### config.mk
export PLATFORM = sky130hd
export DESIGN_NAME = serial_address_match_wakeup
export DESIGN_NICKNAME = d
export VERILOG_FILES = /design/src/rtl/addr_wake_pkg.sv /design/src/rtl/pin_sync.sv /design/src/rtl/serial_shifter.sv /design/src/rtl/serial_address_match_wakeup.sv
export VERILOG_INCLUDE_DIRS = /design/src /design/src/rtl
export SDC_FILE = /design/constraint.sdc
export NUM_CORES = 1
export LEC_CHECK = 0
export BUFFER_PORTS_ARGS = -buffer_cell sky130_fd_sc_hd__buf_2
export CAP_MARGIN = 25
export CORE_UTILIZATION = 40
export CTS_BUF_LIST = sky130_fd_sc_hd__clkbuf_4 sky130_fd_sc_hd__clkbuf_8
export CTS_CLUSTER_DIAMETER = 60
export DETAILED_ROUTE_END_ITERATION = 10
export PLACE_DENSITY = 0.66
export SETUP_SLACK_MARGIN = 0.05
export SYNTH_ARGS = -nofsm -noshare
export SYNTH_HDL_FRONTEND = slang
export SYNTH_HIERARCHICAL = 1
export SYNTH_SLANG_ARGS = --single-unit
export TNS_END_PERCENT = 10
### constraint.sdc
create_clock -name clk_i -period 5.1 [get_ports clk_i]
set_input_delay 0.51 -clock clk_i [delete_from_list [all_inputs] [get_ports clk_i]]
set_output_delay 0.51 -clock clk_i [all_outputs]
set_load 0.02 [all_outputs]
### src/rtl/addr_wake_consts.svh
// Register offsets, field positions, reset values and timing counts.
`ifndef ADDR_WAKE_CONSTS_SVH
`define ADDR_WAKE_CONSTS_SVH
`define AW_OFS_MODE       8'h00
`define AW_OFS_SLAVE_ADDR 8'h04
`define AW_OFS_BUS_STAT   8'h08
`define AW_OFS_IRQ_STAT   8'h0C
`define AW_OFS_IRQ_MASK   8'h10
`define AW_OFS_RX_DATA    8'h14
`define AW_BIT_ENABLE     7
`define AW_BIT_MATCH      6
`define AW_BIT_WAKE       5
`define AW_BIT_ADDR_MODE  4
`define AW_BIT_CMD        3
`define AW_BIT_REL        2
`define AW_IRQ_XFER       0
`define AW_IRQ_WAKE       1
`define AW_MODE_RESET     8'h00
`define AW_ADDR_RESET     8'h00
`define AW_MASK_RESET     2'h0
`define AW_XFER_BITS      4'h8
`endif

### src/rtl/addr_wake_pkg.sv
// Types shared by the address-match wakeup block.
package addr_wake_pkg;
	typedef struct packed {
		logic       enable;
		logic       wake_sel;
		logic       addr_mode;
		logic [7:0] slave_addr;
	} ctrl_s;
	typedef struct packed {
		logic       done;
		logic [7:0] data;
	} xfer_s;
	typedef enum logic [1:0] {
		ST_IDLE    = 2'b00,
		ST_RELEASE = 2'b01,
		ST_ADDRESS = 2'b10
	} wake_e;
endpackage

### src/rtl/pin_sync.sv
// Two-stage synchroniser for pin inputs.
`timescale 1ns/1ps
module pin_sync #(
	parameter int WIDTH = 3
) (
	input  wire logic             clk_i,
	input  wire logic             reset_i,
	input  wire logic             ce_i,
	input  wire logic [WIDTH-1:0] async_i,
	output logic      [WIDTH-1:0] sync_o
);
	logic [WIDTH-1:0] meta_q;
	logic [WIDTH-1:0] meta_d;
	logic [WIDTH-1:0] sync_q;
	logic [WIDTH-1:0] sync_d;

	initial begin
		if (WIDTH < 1) $error("pin_sync width must be positive");
	end

	always_comb begin
		meta_d = ce_i ? async_i : meta_q;
		sync_d = ce_i ? meta_q : sync_q;
	end

	always_ff @(posedge clk_i or posedge reset_i) begin
		if (reset_i) begin
			meta_q <= '0;
			sync_q <= '0;
		end else begin
			meta_q <= meta_d;
			sync_q <= sync_d;
		end
	end

	assign sync_o = sync_q;
endmodule

### src/rtl/serial_shifter.sv
// Receive shift register clocked by the sampled serial clock.
`timescale 1ns/1ps
`include "addr_wake_consts.svh"
module serial_shifter (
	input  wire logic                 clk_i,
	input  wire logic                 reset_i,
	input  wire logic                 ce_i,
	input  wire logic                 enable_i,
	input  wire logic                 sck_i,
	input  wire logic                 sdi_i,
	input  wire logic                 restart_i,
	output addr_wake_pkg::xfer_s      xfer_o
);
	logic       sck_q;
	logic       sck_d;
	logic [7:0] shift_q;
	logic [7:0] shift_d;
	logic [3:0] count_q;
	logic [3:0] count_d;
	logic       done_q;
	logic       done_d;

	always_comb begin
		sck_d   = sck_i;
		shift_d = shift_q;
		count_d = count_q;
		done_d  = 1'b0;
		if (!enable_i || restart_i) begin
			count_d = 4'h0;
		end else if (sck_i && !sck_q) begin
			shift_d = {shift_q[6:0], sdi_i};
			if (count_d == `AW_XFER_BITS - 4'h1) begin
				count_d = 4'h0;
				done_d  = 1'b1;
			end else begin
				count_d = count_q + 4'h1;
			end
		end
	end

	always_ff @(posedge clk_i or posedge reset_i) begin
		if (reset_i) begin
			sck_q   <= 1'b0;
			shift_q <= 8'h00;
			count_q <= 4'h0;
			done_q  <= 1'b0;
		end else if (ce_i) begin
			sck_q   <= sck_d;
			shift_q <= shift_d;
			count_q <= count_d;
			done_q  <= done_d;
		end
	end

	assign xfer_o.done = done_q;
	assign xfer_o.data = shift_q;
endmodule

### src/rtl/serial_address_match_wakeup.sv
// Address-match wakeup control slice with Wishbone registers.
// What this block does
// - Wake select 0: interrupt every transfer.
// - Wake select 1 with address mode 1: interrupt on matching post-release address.
// - Match flag equals slave address comparison.
// - Operation disabled forces match flag zero.
// - Match flag bit 6, read-only.
`timescale 1ns/1ps
`include "addr_wake_consts.svh"
module serial_address_match_wakeup (
	input  wire logic        clk_i,
	input  wire logic        reset_i,
	input  wire logic        ce_i,
	input  wire logic        wb_cyc_i,
	input  wire logic        wb_stb_i,
	input  wire logic        wb_we_i,
	input  wire logic [7:0]  wb_adr_i,
	input  wire logic [3:0]  wb_sel_i,
	input  wire logic [31:0] wb_dat_i,
	output logic      [31:0] wb_dat_o,
	output logic             wb_ack_o,
	output logic             wb_err_o,
	input  wire logic        serial_clock_pin_i,
	input  wire logic        serial_data_i,
	input  wire logic        command_detect_flag_i,
	input  wire logic        release_detect_flag_i,
	output logic             serial_operation_enable_o,
	output logic             address_match_flag_o,
	output logic             irq_o
);
	// ------------------------------------------------------------
	// Registers and synchronised pins.
	// ------------------------------------------------------------
	addr_wake_pkg::ctrl_s  ctrl_q;
	addr_wake_pkg::ctrl_s  ctrl_d;
	addr_wake_pkg::xfer_s  xfer;
	addr_wake_pkg::wake_e  state_q;
	addr_wake_pkg::wake_e  state_d;
	logic [1:0]            stat_q;
	logic [1:0]            stat_d;
	logic [1:0]            mask_q;
	logic [1:0]            mask_d;
	logic                  ack_q;
	logic                  ack_d;
	logic                  err_q;
	logic                  err_d;
	logic [31:0]           rdat_q;
	logic [31:0]           rdat_d;
	logic [3:0]            pins;
	logic                  match;
	logic                  released;
	logic [1:0]            event_set;
	logic                  req;
	logic                  wr_lane0;

	pin_sync #(
		.WIDTH(4)
	) u_sync (
		.clk_i  (clk_i),
		.reset_i(reset_i),
		.ce_i   (ce_i),
		.async_i({serial_data_i, serial_clock_pin_i,
			command_detect_flag_i, release_detect_flag_i}),
		.sync_o (pins)
	);

	serial_shifter u_shift (
		.clk_i    (clk_i),
		.reset_i  (reset_i),
		.ce_i     (ce_i),
		.enable_i (ctrl_q.enable),
		.sck_i    (pins[2]),
		.sdi_i    (pins[3]),
		.restart_i(1'b0),
		.xfer_o   (xfer)
	);

	// ------------------------------------------------------------
	// Address comparison and wakeup sequencing.
	// ------------------------------------------------------------
	assign match = ctrl_q.enable && (ctrl_q.slave_addr == xfer.data);
	assign released = pins[1] && pins[0];

	always_comb begin
		state_d   = state_q;
		event_set = 2'b00;
		if (!ctrl_q.enable) begin
			state_d = addr_wake_pkg::ST_IDLE;
		end else begin
			if (xfer.done) begin
				event_set[`AW_IRQ_XFER] = !ctrl_q.wake_sel;
			end
			case (state_q)
				addr_wake_pkg::ST_IDLE: begin
					if (released) begin
						state_d = addr_wake_pkg::ST_RELEASE;
					end
				end
				addr_wake_pkg::ST_RELEASE: begin
					state_d = addr_wake_pkg::ST_ADDRESS;
				end
				addr_wake_pkg::ST_ADDRESS: begin
					if (xfer.done) begin
						state_d = addr_wake_pkg::ST_IDLE;
						event_set[`AW_IRQ_WAKE] = ctrl_q.wake_sel
							&& ctrl_q.addr_mode
							&& (ctrl_q.slave_addr == xfer.data);
					end
				end
				default: begin
					state_d = addr_wake_pkg::ST_IDLE;
				end
			endcase
		end
	end

	// ------------------------------------------------------------
	// Wishbone slave.
	// ------------------------------------------------------------
	assign req = wb_cyc_i && wb_stb_i && !ack_q && !err_q;
	assign wr_lane0 = req && wb_we_i && wb_sel_i[0];

	always_comb begin
		ctrl_d = ctrl_q;
		mask_d = mask_q;
		stat_d = stat_q | event_set;
		ack_d  = 1'b0;
		err_d  = 1'b0;
		rdat_d = rdat_q;
		if (req) begin
			ack_d  = 1'b1;
			rdat_d = 32'h0000_0000;
			if (wb_adr_i == `AW_OFS_MODE) begin
				rdat_d[`AW_BIT_ENABLE]    = ctrl_q.enable;
				rdat_d[`AW_BIT_MATCH]     = match;
				rdat_d[`AW_BIT_WAKE]      = ctrl_q.wake_sel;
				rdat_d[`AW_BIT_ADDR_MODE] = ctrl_q.addr_mode;
				if (wr_lane0) begin
					ctrl_d.enable    = wb_dat_i[`AW_BIT_ENABLE];
					ctrl_d.wake_sel  = wb_dat_i[`AW_BIT_WAKE];
					ctrl_d.addr_mode = wb_dat_i[`AW_BIT_ADDR_MODE];
				end
			end else if (wb_adr_i == `AW_OFS_SLAVE_ADDR) begin
				rdat_d[7:0] = ctrl_q.slave_addr;
				if (wr_lane0) begin
					ctrl_d.slave_addr = wb_dat_i[7:0];
				end
			end else if (wb_adr_i == `AW_OFS_BUS_STAT) begin
				rdat_d[`AW_BIT_CMD] = pins[1];
				rdat_d[`AW_BIT_REL] = pins[0];
			end else if (wb_adr_i == `AW_OFS_IRQ_STAT) begin
				rdat_d[1:0] = stat_q;
				if (wr_lane0) begin
					stat_d = (stat_q & ~wb_dat_i[1:0]) | event_set;
				end
			end else if (wb_adr_i == `AW_OFS_IRQ_MASK) begin
				rdat_d[1:0] = mask_q;
				if (wr_lane0) begin
					mask_d = wb_dat_i[1:0];
				end
			end else if (wb_adr_i == `AW_OFS_RX_DATA) begin
				rdat_d[7:0] = xfer.data;
			end else begin
				ack_d = 1'b0;
				err_d = 1'b1;
			end
		end
	end

	always_ff @(posedge clk_i or posedge reset_i) begin
		if (reset_i) begin
			ctrl_q  <= {1'b0, 1'b0, 1'b0, `AW_ADDR_RESET};
			mask_q  <= `AW_MASK_RESET;
			stat_q  <= 2'h0;
			ack_q   <= 1'b0;
			err_q   <= 1'b0;
			rdat_q  <= 32'h0000_0000;
			state_q <= addr_wake_pkg::ST_IDLE;
		end else if (ce_i) begin
			ctrl_q  <= ctrl_d;
			mask_q  <= mask_d;
			stat_q  <= stat_d;
			ack_q   <= ack_d;
			err_q   <= err_d;
			rdat_q  <= rdat_d;
			state_q <= state_d;
		end
	end

	assign wb_ack_o = ack_q;
	assign wb_err_o = err_q;
	assign wb_dat_o = rdat_q;
	assign irq_o = |(stat_q & mask_q);
	assign serial_operation_enable_o = ctrl_q.enable;
	assign address_match_flag_o = match;

	// ------------------------------------------------------------
	// Assertions on the match flag.
	// ------------------------------------------------------------
	a_match_off_zero: assert property (
		@(posedge clk_i) disable iff (reset_i)
		!serial_operation_enable_o |-> !address_match_flag_o)
		else $error("match flag set while disabled");
	a_match_compare: assert property (
		@(posedge clk_i) disable iff (reset_i)
		ctrl_q.enable |->
		(address_match_flag_o == (ctrl_q.slave_addr == xfer.data)))
		else $error("match flag disagrees with compare");
	a_mode_ro_bit: assert property (
		@(posedge clk_i) disable iff (reset_i)
		(ce_i && req && !wb_we_i && wb_adr_i == `AW_OFS_MODE)
		|=> wb_dat_o[`AW_BIT_MATCH] == $past(match))
		else $error("mode read lost match bit");
	a_match_no_write: assert property (
		@(posedge clk_i) disable iff (reset_i)
		(ce_i && wr_lane0 && wb_adr_i == `AW_OFS_MODE
		&& !wb_dat_i[`AW_BIT_ENABLE]) |=> !address_match_flag_o)
		else $error("match bit followed a write");

	// ------------------------------------------------------------
	// Assertions on the interrupt events and the sequencer.
	// ------------------------------------------------------------
	a_xfer_irq_set: assert property (
		@(posedge clk_i) disable iff (reset_i)
		(ce_i && xfer.done && ctrl_q.enable && !ctrl_q.wake_sel)
		|=> stat_q[`AW_IRQ_XFER])
		else $error("transfer did not set status");
	a_wake_no_xfer: assert property (
		@(posedge clk_i) disable iff (reset_i)
		(ce_i && ctrl_q.wake_sel && !stat_q[`AW_IRQ_XFER] && !req)
		|=> !stat_q[`AW_IRQ_XFER])
		else $error("transfer irq raised in wake mode");
	a_wake_needs_addr: assert property (
		@(posedge clk_i) disable iff (reset_i)
		(ce_i && event_set[`AW_IRQ_WAKE])
		|-> state_q == addr_wake_pkg::ST_ADDRESS && match)
		else $error("wake irq without matching address");
	a_wake_mode_gate: assert property (
		@(posedge clk_i) disable iff (reset_i)
		(ce_i && event_set[`AW_IRQ_WAKE])
		|-> ctrl_q.wake_sel && ctrl_q.addr_mode)
		else $error("wake irq outside addressed mode");
	a_release_seen: assert property (
		@(posedge clk_i) disable iff (reset_i)
		(ce_i && ctrl_q.enable && released
		&& state_q == addr_wake_pkg::ST_IDLE)
		|=> state_q == addr_wake_pkg::ST_RELEASE)
		else $error("release not taken");
	a_release_addr: assert property (
		@(posedge clk_i) disable iff (reset_i)
		(ce_i && ctrl_q.enable
		&& state_q == addr_wake_pkg::ST_RELEASE)
		|=> state_q == addr_wake_pkg::ST_ADDRESS)
		else $error("address phase not entered");
	a_disable_idle: assert property (
		@(posedge clk_i) disable iff (reset_i)
		(ce_i && !ctrl_q.enable) |=> state_q == addr_wake_pkg::ST_IDLE)
		else $error("sequencer ran while disabled");
	a_disable_quiet: assert property (
		@(posedge clk_i) disable iff (reset_i)
		!ctrl_q.enable |-> event_set == 2'b00)
		else $error("event raised while disabled");
	a_done_pulse: assert property (
		@(posedge clk_i) disable iff (reset_i)
		(ce_i && xfer.done) |=> !xfer.done)
		else $error("transfer done held");

	// ------------------------------------------------------------
	// Assertions on the register bus and the interrupt line.
	// ------------------------------------------------------------
	a_bus_answer: assert property (
		@(posedge clk_i) disable iff (reset_i)
		(ce_i && req) |=> (wb_ack_o ^ wb_err_o))
		else $error("request not answered");
	a_ack_pulse: assert property (
		@(posedge clk_i) disable iff (reset_i)
		(ce_i && (wb_ack_o || wb_err_o)) |=> !(wb_ack_o || wb_err_o))
		else $error("answer held past one cycle");
	a_err_unmapped: assert property (
		@(posedge clk_i) disable iff (reset_i)
		(ce_i && req && wb_adr_i > `AW_OFS_RX_DATA) |=> wb_err_o)
		else $error("unmapped access not refused");
	a_mode_write: assert property (
		@(posedge clk_i) disable iff (reset_i)
		(ce_i && wr_lane0 && wb_adr_i == `AW_OFS_MODE)
		|=> ctrl_q.enable == $past(wb_dat_i[`AW_BIT_ENABLE]))
		else $error("enable bit not written");
	a_mask_write: assert property (
		@(posedge clk_i) disable iff (reset_i)
		(ce_i && wr_lane0 && wb_adr_i == `AW_OFS_IRQ_MASK)
		|=> mask_q == $past(wb_dat_i[1:0]))
		else $error("mask not written");
	a_stat_sticky: assert property (
		@(posedge clk_i) disable iff (reset_i)
		!(req && wb_we_i && wb_adr_i == `AW_OFS_IRQ_STAT)
		|=> (stat_q & $past(stat_q)) == $past(stat_q))
		else $error("status bit lost without a clear");
	a_stat_clear: assert property (
		@(posedge clk_i) disable iff (reset_i)
		(ce_i && wr_lane0 && wb_adr_i == `AW_OFS_IRQ_STAT
		&& wb_dat_i[`AW_IRQ_XFER] && !event_set[`AW_IRQ_XFER])
		|=> !stat_q[`AW_IRQ_XFER])
		else $error("transfer status not cleared");
	a_ce_freeze: assert property (
		@(posedge clk_i) disable iff (reset_i)
		!ce_i |=> $stable(ctrl_q) && $stable(stat_q) && $stable(state_q))
		else $error("state moved while frozen");
	a_irq_level: assert property (
		@(posedge clk_i) disable iff (reset_i)
		irq_o == |(stat_q & mask_q))
		else $error("interrupt level wrong");
endmodule

==> reports/qor.txt, run 1 <==
Async S/R FF share, synth: 100%
hold buffers post-CTS: 0
Die Span Y: 84.7 um
Critical Path Sink Type: register
Slew Limit Fails: 0
post-route ant nets: 0
CP max-delay cell: nor3_4
clock share of power: 32.1%
placer congestion estimate: 0.777
post_cts resized: 0
power per cell area: 243 nW/um^2
Vias/cell: 5.28
Residual DRC: 9
area of the multi-input gates: 1290 sq um
Vias: 1868
DRT iter0 DRCs: 187
status: finished with violations
worst hold-check path type: primary input to async pin
clk buf depth: 2
global route overflow: 0
non-filler cells, final: 354
dpl hpwl: 4.09 mm
Rel. slew slack: 61.3%
largest net degree at the start of global routing: 21
Row Count: 29
largest cells by area after synthesis: dfrtp_1 45%, mux2_2 8.6%, mux2_4 7.7%
Syn Area/Cell: 11.4 sq um
Clock Skew: 0.00390 ns
Inst Count DP: 346
Yosys top cell by area: dfrtp_1
Tmin final: 2.22 ns
Overall Power: 0.724 mW
Post-synth EDFFs: 0
Post CTS Setup Buffer Count: 0
net switching fraction of the power: 25.5%
Seq pwr share: 56.3%
reg2reg setup slack: 2.99 ns
die area: 7180 sq um
core area: 6490 sq um
Max Cap Viol: 0
TritonRoute pass-1 iters: 10
Required @ worst endpoint: 5.29 ns
Final Hold Viols: 0
switching power: 0.184 mW
synthesized cell area: 2740 sq um
number of global-route vias before repair: 1764
Die Wd: 84.7 um
Filler cells: 609
Worst-Margin Slew: 0.580 ns
drt total wl: 5.36 mm
share of layout cells above drive strength 1: 34.7%
Pleak: 1.48 nW
Comb pwr share: 11.5%
failing checks: DRC
CP startpoint kind: primary input
FMAX: 450 MHz
CP cell instances: buf_2 -> nand2b_2 -> or2_2 -> nor3_4 -> mux2_2
Synth top area share: 44.8%
Final Setup Violations: 0
clock transition at the registers of the reported paths: 0.09 ns
Area growth, synth to finish: 8.59%
boundary pin count: 91
IO Port Bufs: 39
Final TNS setup: 0 ns
synth unique cells: 50
Total GRT Usage: 16.0%
depth of the CTS H-tree: 2
critical path peak fanout: 20
Cell Area, Placed: 2880 sq um
clock sink total: 49
arrival time at the worst endpoint: 2.41 ns
Worst-Skew Late Latency: 0.30 ns
#FFs+latches synth: 49
final net count: 331
WS Path Type: primary input to register
Final Cycle Share: 43.6%
Synth Flop Type: dfrtp_1
routed len/inst: 15.1 um
Final Instance Area: 2970 sq um
Initial Util: 42.1%
sequential cell area: 1230 sq um
Synth Warn #: 6
CTS tree: done
sequential share of the synthesized area: 44.8%
VDD IR max: 0.000185 V
Cells after Synth: 240
Ant. Diodes: 0
synth cell count leaders: 49 x dfrtp_1, 25 x buf_4, 21 x mux2_2
root buf cell: clkbuf_8
initial antenna violation count: 0
TritonCTS Buffers: 5
most common cell in the netlist: dfrtp_1
Crit path largest cell delay: 0.49 ns
P_int: 0.539 mW
unrepaired setup endpoints after global routing: false
global-route wire length before repair: 8.94 mm
logic make-up (layout without fill, tap and decap cells):
group	Yosys count	in the layout	synth area share, %
simple gates	58	58	13.1
flops	49	49	44.8
buf+inv	47	60	11.3
compound gates	40	40	10.9
mux	36	36	16.7
xor+xnor	8	8	2.56
fa+ha+maj	1	1	0.457
other cells	1	25	0.137
stage by stage:
| step | hold WS (ns) | util [%] | setup slack (ns) |
|---|---|---|---|
| after global routing | 0.191 | 45.8 | 2.81 |
| after detailed placement | 0.458 | 44.4 | 2.56 |
| after global placement | 0.463 | 43.9 | 2.56 |
| after CTS | 0.166 | 45.8 | 2.89 |
| after floorplan | 0.326 | - | 3.17 |
| final | 0.170 | 45.8 | 2.88 |
power by group through the flow:
stage          Sequential (mW)  Combinational [mW]  Clock [mW]
5_1_grt                  0.409              0.0917       0.260
4_1_cts                  0.408              0.0839       0.245
3_3_place_gp             0.415              0.0798           0
3_5_place_dp             0.415              0.0837           0
2_1_floorplan            0.413              0.0749           0
6_report                 0.408              0.0835       0.232
routing by layer:
| metal | GRT usage (%) | up-vias | wire, um |
|---|---|---|---|
| li1 | - | 886 | - |
| met1 | 24.1 | 898 | 2570 |
| met2 | 23.1 | 77 | 2360 |
| met3 | 3.15 | 7 | 368 |
| met4 | 4.78 | 0 | 63 |
| met5 | 0 | - | 0 |
worst max-delay path: cells and delay by family:
kind | cells | cell delay (ns)
mux | 1 | 0.39
buf+inv | 1 | 0.38
simple gates | 3 | 1.13
flip-flops by register name, summed over array words and instances, names as in the netlist:
| register | count |
|---|---|
| wb_dat_o | 8 |
| state_q | 2 |
| stat_q | 2 |
| mask_q | 2 |
| wb_err_o | 1 |
| ctrl_q | 10 |
| u_shift/sck_q | 1 |
| serial_operation_enable_o | 1 |
| u_shift/shift_q | 8 |
| u_sync/sync_o | 4 |
| u_shift/done_q | 1 |
| u_shift/count_q | 4 |
| u_sync/meta_q | 4 |
| wb_ack_o | 1 |
final cells by class:
cell class / count / area share, %
Sequential cell: 49 / 41.2
Multi-Input combinational cell: 168 / 43.4
Timing Repair Buffer: 40 / 7.49
Clock buffer: 7 / 2.82
Tap cell: 77 / 3.24
Clock inverter: 1 / 0.253
Inverter: 12 / 1.52
final timing paths:
kind | from | endpoint | depth (start not counted)
min in group clk_i | serial_data_i | u_sync/meta_q[3] | 2
max | ce_i | ctrl_q[0] | 5
min | reset_i | u_sync/meta_q[3] | 2
max reg2reg | wb_ack_o | ctrl_q[0] | 4
max in group asynchronous | reset_i | mask_q[0] | 3
min reg2reg | wb_dat_o[7] | wb_dat_o[7] | 2
placed cells by master (no fill, tap or decap), drive strengths merged, types with 2 or more instances in the layout:
| cell | Yosys | final |
|---|---|---|
| dfrtp | 49 | 49 |
| buf | 30 | 40 |
| mux2 | 35 | 35 |
| conb | 1 | 25 |
| inv | 12 | 12 |
| nand2 | 11 | 11 |
| nor2 | 9 | 9 |
| xnor2 | 8 | 8 |
| nor3 | 8 | 8 |
| nand4 | 7 | 7 |
| clkbuf | 5 | 7 |
| o21ai | 5 | 5 |
| a21oi | 5 | 5 |
| a22o | 5 | 5 |
| o31ai | 4 | 4 |
| a22oi | 4 | 4 |
| and3 | 4 | 4 |
| o41ai | 4 | 4 |
| a31oi | 3 | 3 |
| nor4 | 3 | 3 |
| and3b | 3 | 3 |
| nand2b | 3 | 3 |
| a41o | 2 | 2 |
| and2 | 2 | 2 |
| a221oi | 2 | 2 |
| a31o | 2 | 2 |
| or2 | 2 | 2 |
| nor2b | 2 | 2 |
Power figures use the tool's default switching activity.
==> run 2: changes to the inputs <==
Clock period 5.1 ns to 2.1 ns, I/O delays scaled along.
==> run 2 against run 1 <==
Sequential power grew 140%. Count of clock-buffer cells in the layout is 1 lower. Wire length increased by 4.3%. Clock skew is 0.0037 ns higher. Critical path type is now register to primary output. Critical path depth did not move. The run still ends with DRC left. Core utilization up 0.29 points.
==> reports/qor.txt, run 2 (same netlist as run 1, synthesis figures left out) <==
Initial Util: 42.1% (unchanged)
VDD IR max: 0.000379 V (+100%)
Residual DRC: 10 (+1)
Inst Count DP: 350 (+1.2%)
Worst-Margin Slew: 0.546 ns (-0.0342 ns)
WS Path Type: register to primary output
Critical Path Sink Type: primary output
Vias: 1917 (+2.6%)
clk buf depth: 2 (unchanged)
register name with the most flops: ctrl_q
CP startpoint kind: register
Rel. slew slack: 63.6% (+2.3 points)
root buf cell: clkbuf_8
Die Span Y: 84.7 um (unchanged)
clock sink total: 49 (unchanged)
FMAX: 531 MHz
CTS tree: done
power per cell area: 591 nW/um^2 (+140%)
worst hold-check path type: primary input to register
max reg flops: 10 (unchanged)
boundary pin count: 91 (unchanged)
Pleak: 1.50 nW (+1.3%)
Clock Skew: 0.00757 ns (+0.00367 ns)
IO Port Bufs: 39 (unchanged)
Crit path largest cell delay: 0.43 ns (-0.06 ns)
Ant. Diodes: 0 (unchanged)
Required @ worst endpoint: 1.89 ns (-3.40 ns)
failing checks: DRC
critical path peak fanout: 3 (-85%)
clock transition at the registers of the reported paths: 0.09 ns (about the same)
arrival time at the worst endpoint: 1.67 ns (-0.74 ns)
die area: 7180 sq um (unchanged)
dpl hpwl: 4.25 mm (+4.1%)
number of global-route vias before repair: 1810 (+2.6%)
drt total wl: 5.59 mm (+4.3%)
most common cell after layout, fill and taps aside: dfrtp_1
Die Wd: 84.7 um (unchanged)
global route overflow: 0 (unchanged)
Row Count: 29 (unchanged)
TritonCTS Buffers: 5 (unchanged)
Final Cycle Share: 89.7%
initial antenna violation count: 0 (unchanged)
CP bufs+invs: 1 (unchanged)
Max Cap Viol: 0 (unchanged)
depth of the CTS H-tree: 2 (unchanged)
unrepaired setup endpoints after global routing: false
status: finished with violations
post-route ant nets: 0 (unchanged)
CP max-delay cell: dfrtp_1
CP cell instances: xnor2_1 -> nand4_1 -> nor2_1 -> and2_1 -> buf_2
placer congestion estimate: 0.860 (+11%)
routed len/inst: 15.6 um (+2.8%)
most used cells in the layout excluding fill and tap cells: 49 x dfrtp_1, 39 x buf_2, 25 x conb_1, 21 x mux2_2, 14 x mux2_4
final net count: 336 (+1.5%)
CP top delay family: simple AND/OR/NAND/NOR gates
Final TNS setup: 0 ns (unchanged)
Vias/cell: 5.34 (+1.2%)
non-filler cells, final: 359 (+1.4%)
core area: 6490 sq um (unchanged)
Slew Limit Fails: 0 (unchanged)
post_cts resized: 0 (unchanged)
global-route wire length before repair: 9.25 mm (+3.5%)
Total GRT Usage: 16.6% (+0.62 points)
largest net degree at the start of global routing: 28 (+33%)
Worst-Skew Late Latency: 0.30 ns (about the same)
TritonRoute pass-1 iters: 7 (-3)
DRT iter0 DRCs: 137 (-27%)
share of layout cells above drive strength 1: 35.5% (+0.80 points)
Area growth, synth to finish: 9.28%
Tmin final: 1.88 ns
Post CTS Setup Buffer Count: 0 (unchanged)
Final Setup Violations: 0 (unchanged)
Final Hold Viols: 0 (unchanged)
==> run 2: cell count changes in the layout (fill, tap and decap cells not counted), sizes merged <==
cell	delta
buf	+4
clkinv	+1
inv	+1
clkinvlp	-1
dlygate4sd3	+1
clkbuf	-1
==> run 2: cell type report <==
class                           count  area [sq um]
Clock buffer                        6          76.3
Clock inverter                      2          13.8
Fill cell                         617          3500
Inverter                           12          45.0
Multi-Input combinational cell    168          1290
Sequential cell                    49          1230
Tap cell                           77          96.3
Timing Repair Buffer               45           243
==> run 2: worst paths after layout <==
path	endpoint	slack [ns]	cells past startpoint	from
worst min register to register	wb_dat_o[3]	0.49	2	wb_dat_o[3]
worst max register to register	ctrl_q[6]	0.26	5	wb_ack_o
worst max-delay path	address_match_flag_o	0.22	5	ctrl_q[1]
min in group asynchronous	u_sync/sync_o[1]	0.40	3	reset_i
worst min-delay path	u_sync/meta_q[1]	0.13	2	command_detect_flag_i
max in group asynchronous	u_shift/shift_q[3]	1.23	3	reset_i
==> run 2: timing repair <==
| item | 4_1_cts | 5_1_grt |
|---|---|---|
| hold endpoints to repair | 49 | 0 |
| endpoints found under the setup margin | 0 | 0 |
| hold buffers | 1 | 0 |
==> run 2: layer usage <==
layer  global-route usage (%)  routed length [um]  up-vias
met5                        0                   0        -
met4                     3.24                  27        0
met3                     3.54                 267        4
met2                     24.7                2480       65
met1                     25.0                2810      950
li1                         -                   -      898
==> run 2: metrics by stage <==
step	hold WS (ns)	total power [mW]	cell area [sq um]	utilization, %	worst slack [ns]
6_report	0.132	1.77	2990	46.1	0.216
5_1_grt	0.123	1.85	2990	46.1	0.136
4_1_cts	0.128	1.78	2990	46.1	0.212
3_5_place_dp	0.187	1.21	2890	44.5	0.213
3_3_place_gp	0.188	1.21	2890	44.5	0.207
2_1_floorplan	0.0257	1.19	2830	-	0.169
==> run 2: report_power, final <==
group | internal, mW | total (mW) | switching (mW)
Combinational | 0.0793 | 0.206 | 0.126
Clock | 0.251 | 0.570 | 0.319
Sequential | 0.969 | 0.993 | 0.0240
Total | 1.30 | 1.77 | 0.470
